### src/tms_pkg.sv
package tms_pkg;
  // clock and long delays
  localparam longint unsigned CLK_HZ = 64'd20_000_000;
  localparam longint unsigned STEP_DLY_S = 64'd10;
  localparam longint unsigned WARM_DLY_MIN = 64'd10;
  localparam longint unsigned SEC_PER_MIN = 64'd60;
  localparam longint unsigned STEP_DLY_CYC = CLK_HZ * STEP_DLY_S;
  localparam longint unsigned WARM_DLY_CYC = CLK_HZ * WARM_DLY_MIN * SEC_PER_MIN;
  localparam int TMR_W = 34;
  // converter sync rate and monitor sampling
  localparam longint unsigned CONV_SYNC_HZ = 64'd5000;
  localparam logic [15:0] CONV_PERIOD_CYC = 16'(CLK_HZ / CONV_SYNC_HZ);
  localparam logic [15:0] MON_PERIOD_CYC = 16'h07d0;
  // blanking margins around the gate, in cycles
  localparam logic [15:0] BLANK_LEAD_CYC = 16'h0004;
  localparam logic [15:0] BLANK_LAG_CYC = 16'h0004;
  // duty limit as a ratio, and the longest burst in cycles
  localparam int unsigned DUTY_NUM = 29;
  localparam int unsigned DUTY_DEN = 1000;
  localparam int unsigned DUTY_BURST_CYC = 500;
  // register byte offsets
  localparam logic [7:0] REG_CTRL = 8'h00;
  localparam logic [7:0] REG_STAT = 8'h04;
  localparam logic [7:0] REG_PW = 8'h08;
  localparam logic [7:0] REG_IST = 8'h0c;
  localparam logic [7:0] REG_IMSK = 8'h10;
  localparam logic [7:0] REG_MON = 8'h14;
  // field positions and pulse-width reset value
  localparam int CTRL_CLR_BIT = 2;
  localparam int STAT_TGT_LSB = 2;
  localparam int STAT_LAT_LSB = 4;
  localparam int STAT_LIVE_LSB = 8;
  localparam logic [15:0] PW_RST = 16'h0190;
  // fault inputs
  localparam int F_BODY = 0;
  localparam int F_REFL = 1;
  localparam int F_CATH = 2;
  localparam int F_BUS = 3;
  // interrupt status bits: [3:0] faults, then mode change, then duty trip
  localparam int IRQ_MODE = 4;
  localparam int IRQ_DUTY = 5;
  localparam int IRQ_W = 6;
  typedef enum logic [3:0] {
    M_OFF = 4'b0001,
    M_IDLE = 4'b0010,
    M_ARM = 4'b0100,
    M_RAD = 4'b1000
  } tms_mode_t;
  typedef enum logic [3:0] {
    P_IDLE = 4'b0001,
    P_LEAD = 4'b0010,
    P_GATE = 4'b0100,
    P_LAG = 4'b1000
  } tms_phase_t;
endpackage : tms_pkg

### src/tms_duty_if.sv
`timescale 1ns/1ps
interface tms_duty_if;
  logic gate_req;
  logic gate_ok;
  logic trip;
  modport ctl (output gate_req, input gate_ok, input trip);
  modport lim (input gate_req, output gate_ok, output trip);
endinterface : tms_duty_if

### src/tms_duty_limiter.sv
`timescale 1ns/1ps
module tms_duty_limiter #(
  parameter int unsigned NUM = tms_pkg::DUTY_NUM,
  parameter int unsigned DEN = tms_pkg::DUTY_DEN,
  parameter int unsigned BURST = tms_pkg::DUTY_BURST_CYC
) (
  // clock and reset
  input wire logic clock,
  input wire logic resetn,
  // gate request and verdict
  tms_duty_if.lim dl
);
  localparam logic [31:0] UP_ACC = 32'(DEN - NUM);
  localparam logic [31:0] DN_ACC = 32'(NUM);
  localparam logic [31:0] LIMIT_ACC = 32'(BURST * (DEN - NUM));

  generate
    if (NUM == 0 || NUM >= DEN || BURST == 0)
    begin : g_bad
      $error("duty ratio or burst out of range");
    end
  endgenerate

  typedef struct packed {
    logic [31:0] acc;
    logic blk;
  } tms_lim_st_t;
  tms_lim_st_t s_r, s_nxt;

  //////////////////////////////////////////////////////////////////////
  // leaky bucket: on-cycles fill by den-num, off-cycles drain by num, so the
  // long-run duty stays under num/den while one full pulse still fits
  assign dl.gate_ok = (s_r.acc <= LIMIT_ACC);
  assign dl.trip = dl.gate_req & ~dl.gate_ok & ~s_r.blk; // onset of suppression only

  always_comb
  begin
    s_nxt = s_r;
    s_nxt.blk = dl.gate_req & ~dl.gate_ok;
    if (dl.gate_req && dl.gate_ok)
      s_nxt.acc = s_r.acc + UP_ACC;
    else if (s_r.acc >= DN_ACC)
      s_nxt.acc = s_r.acc - DN_ACC;
    else
      s_nxt.acc = 32'h0;
  end

  always_ff @(posedge clock or negedge resetn)
  begin
    if (!resetn)
      s_r <= '0;
    else
      s_r <= s_nxt;
  end

  //////////////////////////////////////////////////////////////////////
  acc_bound_a: assert property (@(posedge clock) disable iff (!resetn)
    s_r.acc <= LIMIT_ACC + UP_ACC) else $error("duty bucket overflowed");
  acc_drain_a: assert property (@(posedge clock) disable iff (!resetn)
    (!dl.gate_req && s_r.acc >= DN_ACC) |=> s_r.acc == $past(s_r.acc) - DN_ACC)
    else $error("duty bucket did not drain");
endmodule : tms_duty_limiter

### src/tms_sequencer.sv
// How it works
// - off: no supplies; idle: heater and bias; armed: adds high voltage.
// - radiating keeps armed supplies and pulses once per trigger; never elsewhere.
// - climbing goes one step at a time: 10 s, 10 min, 10 s.
// - going down steps one mode per cycle with no wait.
// - a fault drops at once to its designated lower mode.
// - after a fault, climbing is refused until a reset command clears it.
// - body or cathode fault to idle, reflected to armed, bus to off.
// - trigger and pulse-width command produce the gate and internal timing.
// - blanking pulse starts before and ends after each gate pulse.
// - converter sync pulses come from the clock, realigned on each trigger.
// - the gate pulse drives the grid pulse coupler driver.
// - a duty limiter suppresses or truncates gates beyond the safe duty.
// - monitor samples analog channels and sends results to the bay electronics.
`timescale 1ns/1ps
module tms_sequencer #(
  parameter logic [33:0] STEP_CYC = 34'(tms_pkg::STEP_DLY_CYC),
  parameter logic [33:0] WARM_CYC = 34'(tms_pkg::WARM_DLY_CYC)
) (
  // clock and reset
  input wire logic clock,
  input wire logic resetn,
  // wishbone slave
  input wire logic wb_cyc_i,
  input wire logic wb_stb_i,
  input wire logic wb_we_i,
  input wire logic [7:0] wb_adr_i,
  input wire logic [3:0] wb_sel_i,
  input wire logic [31:0] wb_dat_i,
  output logic [31:0] wb_dat_o,
  output logic wb_ack_o,
  output logic irq,
  // processor timing pin and fault comparators
  input wire logic prf_trig,
  input wire logic flt_body_oc,
  input wire logic flt_refl_op,
  input wire logic flt_cath_ov,
  input wire logic flt_bus_oc,
  // supply enables
  output logic heater_en,
  output logic bias_en,
  output logic hv_en,
  // pulse outputs
  output logic grid_pulse_coupler_drive,
  output logic rx_blank,
  output logic conv_sync,
  // monitor converter and bay link
  input wire logic [11:0] adc_data,
  output logic [2:0] adc_chan,
  output logic adc_strobe,
  output logic [15:0] bay_data,
  output logic bay_valid
);
  generate
    if (STEP_CYC == 34'h0 || WARM_CYC == 34'h0)
    begin : g_bad
      $error("mode step delays must be at least one cycle");
    end
  endgenerate

  typedef struct packed {
    tms_pkg::tms_mode_t mode;
    logic [1:0] tgt;
    logic [33:0] tmr;
    logic [3:0] lat;
    logic [3:0] fs1;
    logic [3:0] fs2;
    logic [3:0] fs3;
    logic [3:0] fst;
    logic ts1;
    logic ts2;
    logic ts3;
    logic tst;
    logic tprev;
    tms_pkg::tms_phase_t ph;
    logic [15:0] cnt;
    logic gate;
    logic blank;
    logic [15:0] pw;
    logic [15:0] ccnt;
    logic csync;
    logic [15:0] mcnt;
    logic [2:0] mchan;
    logic mstb;
    logic [15:0] bay;
    logic bayv;
    logic [5:0] ist;
    logic [5:0] imsk;
    logic irq;
    logic ack;
    logic [31:0] dat;
  } tms_st_t;
  tms_st_t s_r, s_nxt;

  tms_duty_if dl ();

  //////////////////////////////////////////////////////////////////////
  // mode encoding and byte-mask helpers, used by the sequencer, the bus and the checks
  function automatic logic [1:0] tms_idx(input tms_pkg::tms_mode_t m);
    case (m)
      tms_pkg::M_IDLE: tms_idx = 2'h1;
      tms_pkg::M_ARM: tms_idx = 2'h2;
      tms_pkg::M_RAD: tms_idx = 2'h3;
      default: tms_idx = 2'h0;
    endcase
  endfunction : tms_idx

  function automatic tms_pkg::tms_mode_t tms_mode(input logic [1:0] i);
    case (i)
      2'h1: tms_mode = tms_pkg::M_IDLE;
      2'h2: tms_mode = tms_pkg::M_ARM;
      2'h3: tms_mode = tms_pkg::M_RAD;
      default: tms_mode = tms_pkg::M_OFF;
    endcase
  endfunction : tms_mode

  function automatic logic [31:0] tms_bmask(input logic [3:0] sel);
    tms_bmask = {{8{sel[3]}}, {8{sel[2]}}, {8{sel[1]}}, {8{sel[0]}}};
  endfunction : tms_bmask

  logic [1:0] midx;
  logic [1:0] flr;
  logic [3:0] fagree;
  logic tagree;
  logic trig_rise;
  logic locked;
  logic any_f;
  logic wr;
  logic clr_cmd;
  logic [31:0] bm;
  logic [31:0] pwm;
  logic [33:0] dly;
  logic [5:0] ev;
  logic [5:0] w1c;

  assign midx = tms_idx(s_r.mode);
  assign locked = |s_r.lat;

  //////////////////////////////////////////////////////////////////////
  // supplies decode straight from the mode register
  assign heater_en = (s_r.mode != tms_pkg::M_OFF);
  assign bias_en = (s_r.mode != tms_pkg::M_OFF);
  assign hv_en = (s_r.mode == tms_pkg::M_ARM) || (s_r.mode == tms_pkg::M_RAD);
  assign grid_pulse_coupler_drive = s_r.gate;
  assign rx_blank = s_r.blank;
  assign conv_sync = s_r.csync;
  assign adc_chan = s_r.mchan;
  assign adc_strobe = s_r.mstb;
  assign bay_data = s_r.bay;
  assign bay_valid = s_r.bayv;
  assign irq = s_r.irq;
  assign wb_ack_o = s_r.ack;
  assign wb_dat_o = s_r.dat;

  // gate request to the limiter only while radiating
  assign dl.gate_req = (s_r.ph == tms_pkg::P_GATE) && (s_r.mode == tms_pkg::M_RAD);

  tms_duty_limiter #(
    .NUM(tms_pkg::DUTY_NUM),
    .DEN(tms_pkg::DUTY_DEN),
    .BURST(tms_pkg::DUTY_BURST_CYC)
  ) u_lim (
    .clock(clock),
    .resetn(resetn),
    .dl(dl.lim)
  );

  //////////////////////////////////////////////////////////////////////
  // next-state logic
  always_comb
  begin
    s_nxt = s_r;
    // pin synchronisers: a change counts once stages two and three agree
    s_nxt.fs1 = {flt_bus_oc, flt_cath_ov, flt_refl_op, flt_body_oc};
    s_nxt.fs2 = s_r.fs1;
    s_nxt.fs3 = s_r.fs2;
    fagree = ~(s_r.fs2 ^ s_r.fs3);
    s_nxt.fst = (s_r.fst & ~fagree) | (s_r.fs2 & fagree);
    s_nxt.ts1 = prf_trig;
    s_nxt.ts2 = s_r.ts1;
    s_nxt.ts3 = s_r.ts2;
    tagree = (s_r.ts2 == s_r.ts3);
    s_nxt.tst = tagree ? s_r.ts2 : s_r.tst;
    s_nxt.tprev = s_r.tst;
    trig_rise = s_r.tst & ~s_r.tprev;

    // bus: ack one cycle after the strobe, dropped the cycle after
    s_nxt.ack = wb_cyc_i & wb_stb_i & ~s_r.ack;
    wr = s_r.ack & wb_cyc_i & wb_stb_i & wb_we_i; // lands at the edge the master samples ack
    bm = tms_bmask(wb_sel_i);
    clr_cmd = 1'b0;
    w1c = 6'h0;
    pwm = (32'(s_r.pw) & ~bm) | (wb_dat_i & bm);
    if (wr && {wb_adr_i[7:2], 2'h0} == tms_pkg::REG_CTRL && wb_sel_i[0])
    begin
      // upward requests are ignored while a fault is latched
      if (!locked || wb_dat_i[1:0] <= midx)
        s_nxt.tgt = wb_dat_i[1:0];
      clr_cmd = wb_dat_i[tms_pkg::CTRL_CLR_BIT];
    end
    if (wr && {wb_adr_i[7:2], 2'h0} == tms_pkg::REG_PW)
      s_nxt.pw = pwm[15:0];
    if (wr && {wb_adr_i[7:2], 2'h0} == tms_pkg::REG_IST)
      w1c = wb_dat_i[5:0] & bm[5:0];
    if (wr && {wb_adr_i[7:2], 2'h0} == tms_pkg::REG_IMSK)
      s_nxt.imsk = (s_r.imsk & ~bm[5:0]) | (wb_dat_i[5:0] & bm[5:0]);
    if (s_nxt.ack && !wb_we_i)
    begin
      case ({wb_adr_i[7:2], 2'h0})
        tms_pkg::REG_CTRL: s_nxt.dat = {30'h0, s_r.tgt};
        tms_pkg::REG_STAT: s_nxt.dat = {20'h0, s_r.fst, s_r.lat, s_r.tgt, midx};
        tms_pkg::REG_PW: s_nxt.dat = {16'h0, s_r.pw};
        tms_pkg::REG_IST: s_nxt.dat = {26'h0, s_r.ist};
        tms_pkg::REG_IMSK: s_nxt.dat = {26'h0, s_r.imsk};
        tms_pkg::REG_MON: s_nxt.dat = {16'h0, s_r.bay};
        default: s_nxt.dat = 32'h0; // unmapped reads zero, still acked
      endcase
    end

    // fault floor: deepest mode demanded by any live fault
    any_f = |s_r.fst;
    flr = 2'h3;
    if (s_r.fst[tms_pkg::F_REFL])
      flr = 2'h2;
    if (s_r.fst[tms_pkg::F_BODY] || s_r.fst[tms_pkg::F_CATH])
      flr = 2'h1;
    if (s_r.fst[tms_pkg::F_BUS])
      flr = 2'h0;
    // a fault still present keeps its latch even across a reset command
    if (clr_cmd)
      s_nxt.lat = s_r.fst;
    else
      s_nxt.lat = s_r.lat | s_r.fst;
    if (any_f && s_nxt.tgt > flr)
      s_nxt.tgt = flr; // a new request is needed to climb again

    // mode sequencing
    dly = (midx == 2'h1) ? WARM_CYC : STEP_CYC;
    if (any_f && flr < midx)
    begin
      s_nxt.mode = tms_mode(flr);
      s_nxt.tmr = 34'h0;
    end
    else if (s_r.tgt < midx)
    begin
      s_nxt.mode = tms_mode(midx - 2'h1);
      s_nxt.tmr = 34'h0;
    end
    else if (s_r.tgt > midx && !locked && !any_f)
    begin
      if (s_r.tmr >= dly - 34'h1)
      begin
        s_nxt.mode = tms_mode(midx + 2'h1);
        s_nxt.tmr = 34'h0;
      end
      else
        s_nxt.tmr = s_r.tmr + 34'h1;
    end
    else
      s_nxt.tmr = 34'h0;

    // pulse timing: blank leads, gate for pw cycles, blank lags
    case (s_r.ph)
      tms_pkg::P_IDLE:
        if (trig_rise && s_r.mode == tms_pkg::M_RAD)
        begin
          s_nxt.ph = tms_pkg::P_LEAD;
          s_nxt.cnt = tms_pkg::BLANK_LEAD_CYC;
        end
      tms_pkg::P_LEAD:
        if (s_r.mode != tms_pkg::M_RAD)
        begin
          s_nxt.ph = tms_pkg::P_LAG;
          s_nxt.cnt = tms_pkg::BLANK_LAG_CYC;
        end
        else if (s_r.cnt <= 16'h1)
        begin
          s_nxt.ph = tms_pkg::P_GATE;
          s_nxt.cnt = s_r.pw;
        end
        else
          s_nxt.cnt = s_r.cnt - 16'h1;
      tms_pkg::P_GATE:
        if (!dl.gate_ok || s_r.mode != tms_pkg::M_RAD || s_r.cnt <= 16'h1)
        begin
          s_nxt.ph = tms_pkg::P_LAG;
          // a gate cut short already fell at this edge, so its lag is one cycle shorter
          s_nxt.cnt = (dl.gate_req && dl.gate_ok) ? tms_pkg::BLANK_LAG_CYC : tms_pkg::BLANK_LAG_CYC - 16'h1;
        end
        else
          s_nxt.cnt = s_r.cnt - 16'h1;
      tms_pkg::P_LAG:
        if (s_r.cnt <= 16'h1)
          s_nxt.ph = tms_pkg::P_IDLE;
        else
          s_nxt.cnt = s_r.cnt - 16'h1;
      default:
      begin
        s_nxt.ph = tms_pkg::P_IDLE;
        s_nxt.cnt = 16'h0;
      end
    endcase
    // outputs lag the phase by one cycle together, so the overlap holds
    s_nxt.gate = dl.gate_req & dl.gate_ok;
    s_nxt.blank = (s_r.ph != tms_pkg::P_IDLE);

    // converter sync: free running, restarted on each trigger
    if (trig_rise || s_r.ccnt >= tms_pkg::CONV_PERIOD_CYC - 16'h1)
    begin
      s_nxt.ccnt = 16'h0;
      s_nxt.csync = 1'b1;
    end
    else
    begin
      s_nxt.ccnt = s_r.ccnt + 16'h1;
      s_nxt.csync = 1'b0;
    end

    // monitor: strobe the converter, take its word a cycle later
    s_nxt.mstb = 1'b0;
    s_nxt.bayv = 1'b0;
    if (s_r.mcnt >= tms_pkg::MON_PERIOD_CYC - 16'h1)
    begin
      s_nxt.mcnt = 16'h0;
      s_nxt.mstb = 1'b1;
    end
    else
      s_nxt.mcnt = s_r.mcnt + 16'h1;
    if (s_r.mstb)
    begin
      s_nxt.bay = {1'b0, s_r.mchan, adc_data};
      s_nxt.bayv = 1'b1;
      s_nxt.mchan = s_r.mchan + 3'h1;
    end

    // interrupts: set wins over a write-one clear in the same cycle
    ev = {dl.trip, s_nxt.mode != s_r.mode, s_nxt.fst & ~s_r.fst};
    s_nxt.ist = (s_r.ist & ~w1c) | ev;
    s_nxt.irq = |(s_nxt.ist & s_nxt.imsk);
  end

  //////////////////////////////////////////////////////////////////////
  // state register
  always_ff @(posedge clock or negedge resetn)
  begin
    if (!resetn)
    begin
      s_r <= '0;
      s_r.mode <= tms_pkg::M_OFF;
      s_r.ph <= tms_pkg::P_IDLE;
      s_r.pw <= tms_pkg::PW_RST;
    end
    else
      s_r <= s_nxt;
  end

  //////////////////////////////////////////////////////////////////////
  // checks
  logic [1:0] tidx;
  assign tidx = s_r.tgt;

  no_pulse_a: assert property (@(posedge clock) disable iff (!resetn)
    s_r.gate |-> $past(s_r.mode) == tms_pkg::M_RAD) else $error("gate outside radiating");
  blank_cover_a: assert property (@(posedge clock) disable iff (!resetn)
    (s_r.gate || $fell(s_r.gate)) |-> s_r.blank) else $error("gate not covered by blank");
  blank_lead_a: assert property (@(posedge clock) disable iff (!resetn)
    $rose(s_r.gate) |-> $past(s_r.blank)) else $error("blank did not lead gate");
  bus_drop_a: assert property (@(posedge clock) disable iff (!resetn)
    s_r.fst[tms_pkg::F_BUS] |=> s_r.mode == tms_pkg::M_OFF) else $error("bus fault not off");
  body_drop_a: assert property (@(posedge clock) disable iff (!resetn)
    (s_r.fst[tms_pkg::F_BODY] || s_r.fst[tms_pkg::F_CATH]) |=> midx <= 2'h1)
    else $error("tube fault not idle");
  refl_drop_a: assert property (@(posedge clock) disable iff (!resetn)
    s_r.fst[tms_pkg::F_REFL] |=> midx <= 2'h2) else $error("reflected fault not armed");
  lock_hold_a: assert property (@(posedge clock) disable iff (!resetn)
    locked |=> midx <= $past(midx)) else $error("climbed while locked");
  step_one_a: assert property (@(posedge clock) disable iff (!resetn)
    (midx > $past(midx)) |-> (midx == $past(midx) + 2'h1) && ($past(s_r.tmr) != 34'h0 || STEP_CYC == 34'h1))
    else $error("climb skipped a mode or a delay");
  step_down_a: assert property (@(posedge clock) disable iff (!resetn)
    (tidx < midx) |=> midx < $past(midx)) else $error("turn-off step delayed");
  wb_ack_a: assert property (@(posedge clock) disable iff (!resetn)
    (wb_cyc_i && wb_stb_i && !wb_ack_o) |=> wb_ack_o ##1 !wb_ack_o) else $error("bus ack timing");
  irq_set_a: assert property (@(posedge clock) disable iff (!resetn)
    $rose(s_r.fst[tms_pkg::F_BUS]) |=> s_r.ist[tms_pkg::F_BUS]) else $error("fault event lost");
endmodule : tms_sequencer

### config.mk
export PLATFORM = sky130hd
export DESIGN_NAME = tms_sequencer
export DESIGN_NICKNAME = d
export VERILOG_FILES = /design/src/tms_pkg.sv /design/src/tms_duty_if.sv /design/src/tms_duty_limiter.sv /design/src/tms_sequencer.sv
export SDC_FILE = /design/constraint.sdc
export NUM_CORES = 1
export LEC_CHECK = 0
export CAP_MARGIN = 25
export CORE_MARGIN = 3
export CORE_UTILIZATION = 45
export CTS_CLUSTER_SIZE = 10
export DETAILED_ROUTE_END_ITERATION = 16
export DONT_BUFFER_PORTS = 1
export GPL_ROUTABILITY_DRIVEN = 0
export PLACE_DENSITY_LB_ADDON = 0.12
export SLEW_MARGIN = 0
export SYNTH_ARGS = -nofsm -noshare
export SYNTH_HDL_FRONTEND = slang
export SYNTH_SLANG_ARGS = --single-unit
### constraint.sdc
create_clock -name clock -period 3.8 [get_ports clock]
set_clock_uncertainty 0.05 [all_clocks]
set_input_delay 0.19 -clock clock [delete_from_list [all_inputs] [get_ports clock]]
set_output_delay 0.19 -clock clock [all_outputs]
set_load 0.02 [all_outputs]
Yosys cells after proc, flatten, opt, wreduce, memory -nomap -nowiden
Cells that the tools add are included.
{"block": "totals", "elab_cells": 188, "input_bits": 66, "out_inout_bits": 61, "reg_bits": 235}
{"block": "op_classes", "n_bitwise": 34, "order_cmp": 11, "n_eq_ne": 32, "reduce_logical": 29, "n_mux": 40, "add_sub_neg": 10}
{"op": "$mux W34", "n": 5}
{"op": "$pmux W16 S6", "n": 1}
{"op": "$pmux W20 S4", "n": 1}
{"op": "$mux W16", "n": 4}
{"op": "$mux W32", "n": 2}
{"op": "$mux W20", "n": 2}
{"op": "$pmux W4 S3", "n": 3}
{"op": "$add A34 B1 Y34 const B", "n": 1}
{"op": "$ge A34 B34 Y1", "n": 1}
{"op": "$sub A34 B1 Y34 const B", "n": 1}
{"op": "$add A16 B1 Y16 const B", "n": 2}
{"op": "$add A32 B10 Y32 const B", "n": 1}
{"op": "$and A16 B16 Y16", "n": 2}
{"op": "$ge A32 B5 Y1 const B", "n": 1}
{"op": "$le A32 B19 Y1 const B", "n": 1}
{"op": "$mux W4", "n": 8}
{"op": "$sub A32 B5 Y32 const B", "n": 1}
{"op": "$and A6 B6 Y6", "n": 4}
{"op": "$mux W17", "n": 1}
{"op": "$ge A16 B11 Y1 const B", "n": 1}
{"op": "$ge A16 B12 Y1 const B", "n": 1}
{"op": "$le A16 B1 Y1 const B", "n": 1}
{"op": "$not A16 Y16", "n": 1}
{"op": "$or A16 B16 Y16", "n": 1}
{"op": "44 further kinds", "n": 109}

Longest topological paths before layout
{"block": "logic_depth", "depth_word": 14, "depth_mapped": 14, "ltp_nobuf": 13}

By module
From an unflattened synthesis, not the netlist that was laid out.
{"block": "unflattened", "hier_cells": 1190, "hier_area_um2": 11509.8}
{"module": "tms_sequencer", "n_inst": 1, "cells_per_inst": 931, "seq_area_each_um2": 4660.7, "area_per_inst_um2": 9322.7}
{"module": "tms_duty_limiter", "n_inst": 1, "cells_per_inst": 259, "seq_area_each_um2": 825.8, "area_per_inst_um2": 2187.1}

Least setup slack after synthesis
OpenSTA, ideal clock, no wires.
{"block": "synth_timing", "path_kind": "reg-to-reg", "start": "register s_r[201] (netlist name)", "end": "register s_r, in the netlist irq", "path_stages_with_launch": 12, "path_slack_ns": 0.352, "path_buffers": 1, "arrival_time_ns": 3.274, "required_ns": 3.626, "period_less_slack_ns": 3.448, "cell_sequence": "dfrtp_1 clkbuf_1 nor2b_1 o21ai_0 ha_1 inv_1 a2bb2oi_1 a21oi_1 a32o_1 a2111oi_2 or4b_4 a211o_1"}
{"item": "start: declaration", "line": "tms_sequencer.sv:93", "rtl": "tms_st_t s_r, s_nxt;"}
{"item": "start signal: assignment", "line": "tms_sequencer.sv:354", "rtl": "s_r <= s_nxt;"}

==> results.yml <==
outcome:
  status: "complete, but fails checks"
  violations: "hold timing"
flow_run:
  timing.max_cap.violations: 0
synth:
  synth_area_leader_cell: "dfrtp_1"
  async_reset_ff_share_pct: 100.0
  synth.distinct_cells: 87
  yosysWarnings: 0
  yosysSeqAreaShare_pct: 46.71
  syn_area_sq_mm: 0.01175
  yosysMostFrequentCell: "dfrtp_1"
  syn_inst: 1221
  yosys-top-cells-count: "dfrtp_1 (214), nor2_1 (136), nand2_1 (118)"
  ys_ff_latch: 219
  synth_edf_count: 0
  synth_top_area_share_pct: 45.59
  synth_area_per_cell_sq_um: 9.619
  synthTopCellsByArea: "dfrtp_1 (46%), nor2_1 (4.3%), nand2_1 (3.8%)"
  synth_ff_type: "dfrtp_1"
grt:
  overflow: 0
  antenna_found_initial: 0
  grt_pass1_vias: 8747
  grt_pass1_wl_um: 46330
  grt_max_degree: 220
  grt_use_total_pct: 19.63
power_and_ir_drop:
  leakage_nw: 5.464
  p_per_area_mw_per_mm2: 641.2
  max-vdd-ir-drop_uv: 819.7
final_layout:
  n_antenna_cell: 0
  seqCellArea_sq_mm: 0.005487
  utilization_pct: 50.95
  fin_nets: 1316
  stdcell_count: 1575
  fillCellCount: 2388
  layout-drive-gt1-share_pct: 10.12
  areaGrowthSynthToFinish_pct: 10.18
  multiInputGateArea_sq_mm: 0.005594
  design_area_sq_mm: 0.01294
timing:
  maxSlewViolCount: 0
  hold_viol: 219
  rsz0062_at_grt: "no"
  setup_ws_ns: 0.3808
  fin_hold_ws_ns: -0.6800
  setup_viol: 0
  min_period_over_period_pct: 89.98
  relSlewSlack_pct: 43.15
  tightestPinTransition_ns: 0.8527
  period_needed_ns: 3.419
  max_freq_mhz: 292.5
  fin_setup_tns_ns: 0
place:
  hpwl_um: 18570
  dp_cells: 1494
  place_area_sq_mm: 0.01181
  io_buffers: 0
  pre_cts_slack_ns: 0.2496
setup_path:
  cp_data_required_time_ns: 4.16
  ff2ff_path_depth: 10
  rrSetupSlack_ns: 0.38
  endpoint_kind: "flop"
  crit_type: "reg -> reg"
  cp_max_fo: 9
  start_kind: "flop"
  reg2reg_to: "irq"
  reg2reg_from: "s_r[200]"
  crit_arrival_ns: 3.78
routing:
  totalWireLength_um: 27760
  drc: 0
  drt-initial-drc-count: 644
  ant_nets: 0
  drt_first_pass_iters: 5
  post_drt_wl_per_cell_um: 17.62
  viasPerCell: 5.621
  vias: 8853
clock_tree:
  cts_setup_buffers: 0
  hold_buffers: 38
  cts.sinks: 219
  clock_path_buffers: 3
  htree_levels: 1
  tritoncts: "built"
  cts_root_buffer: "clkbuf_16"
  numCtsBuffers: 26
  path_clk_slew_ns: 0.06
  clkLatencyLatePin_ns: 0.52
floorplan:
  die_y_um: 167.6
  ioPinCount: 127
  dieArea_sq_mm: 0.02807
  die_x_um: 167.6
  core_sq_mm: 0.02540
  rows: 58
  start_util_pct: 46.24
min_path:
  worstHoldPathType: "in -> async"
## cells by family after synthesis
kind of cell,synth area share (%)
multiplexers,4.773
AND/OR/NAND/NOR,19.59
buffers and inverters,6.605
flip-flops,46.71
adder cells (fa/ha/maj),2.216
AO/OA/AOI/OAI,14.79
other,0.03193
XOR/XNOR,5.284
## worst max-delay path by stage
stage / from / end / cells after the start / slack (ns)
finish: s_r[200] / irq / 10 / 0.38
CTS: s_r[200] / irq / 10 / 0.22
global placement: s_r[200] / irq / 10 / 0.36
detailed placement: s_r[200] / irq / 10 / 0.25
global route: s_r[200] / irq / 10 / 0.08
floorplan: s_r[201] / irq / 11 / 0.35
## per-stage QoR
step | power, mW | hold slack [ns]
global route | 8.891 | -0.7137
detailed placement | 6.034 | -0.1459
global placement | 5.988 | -0.1460
floorplan | 5.479 | -0.1556
CTS | 8.364 | -0.7062
finish | 8.297 | -0.6800
## metal layers
metal  wire length, um  global-route usage, %  up-vias  part of all wire (%)
li1                  -                      -     4308                     -
met1             13100                  28.49     4354                    47
met3              1127                  3.163       42                   4.1
met2             12910                  31.08      149                    47
met4               619                  4.589        0                   2.2
met5                 0                      0        -                     0
## state kept, by name (all words and copies together) (netlist names), named ones only
| signal | cells |
|---|---|
| wb_ack_o | 1 |
| grid_pulse_coupler_drive | 1 |
| adc_strobe | 1 |
| tidx | 2 |
| s_r | 116 |
| irq | 1 |
| adc_chan | 3 |
| conv_sync | 1 |
| s_nxt | 11 |
| rx_blank | 1 |
| wb_dat_o | 16 |
| bay_data | 15 |
| u_lim.s_r | 33 |
| bay_valid | 1 |
## where the power goes
part	switching [mW]	internal, mW	total [mW]
clock network	0.922	1.31	2.24
logic	1.73	1.14	2.87
registers	0.524	2.66	3.19
total	3.18	5.12	8.30
## what timing repair did
action,in CTS,in global routing
hold endpoints to repair,283,219
setup endpoints to repair,0,1
resized for setup,0,1
## worst max-delay path: stages (launching register included)
cell and delay, ns:
dfrtp_1 0.50, nor2_1 0.24, o21ai_0 0.20, ha_1 0.41, inv_1 0.09, a2bb2oi_2 0.28
a21oi_1 0.11, a32o_1 0.31, a2111oi_2 0.31, or4b_4 0.50, a211o_1 0.30
## area by class of cell
class | count | area share, %
clock buffers | 42 | 5.733
clock inverters | 1 | 0.03867
repair buffers | 62 | 4.486
well taps | 330 | 3.191
inverters | 32 | 0.9282
flip-flops and latches | 219 | 42.40
multi-input cells | 889 | 43.23
## cell usage in the layout, fill, tap and decap left out, types with 10 or more instances in the layout
cell and count:
dfrtp_1 214, a222oi_1 10, mux2_2 39, conb_1 26, clkbuf_1 14, a31oi_1 12
a221oi_1 10, nand2_1 118, nand3_1 36, nor3_1 32, mux2i_1 11, o22ai_1 10
or3_1 19, nand4_1 10, xnor2_1 30, inv_1 31, and3_1 13, or4_1 16
clkbuf_16 27, o21ai_1 20, a21oi_1 59, o21ai_0 51, buf_4 23, dlygate4sd3_1 38
nand2b_1 10, xor2_1 39, ha_1 20, nor4_1 11, nor2_1 136
Note: power is estimated with default switching activity, not from simulation.
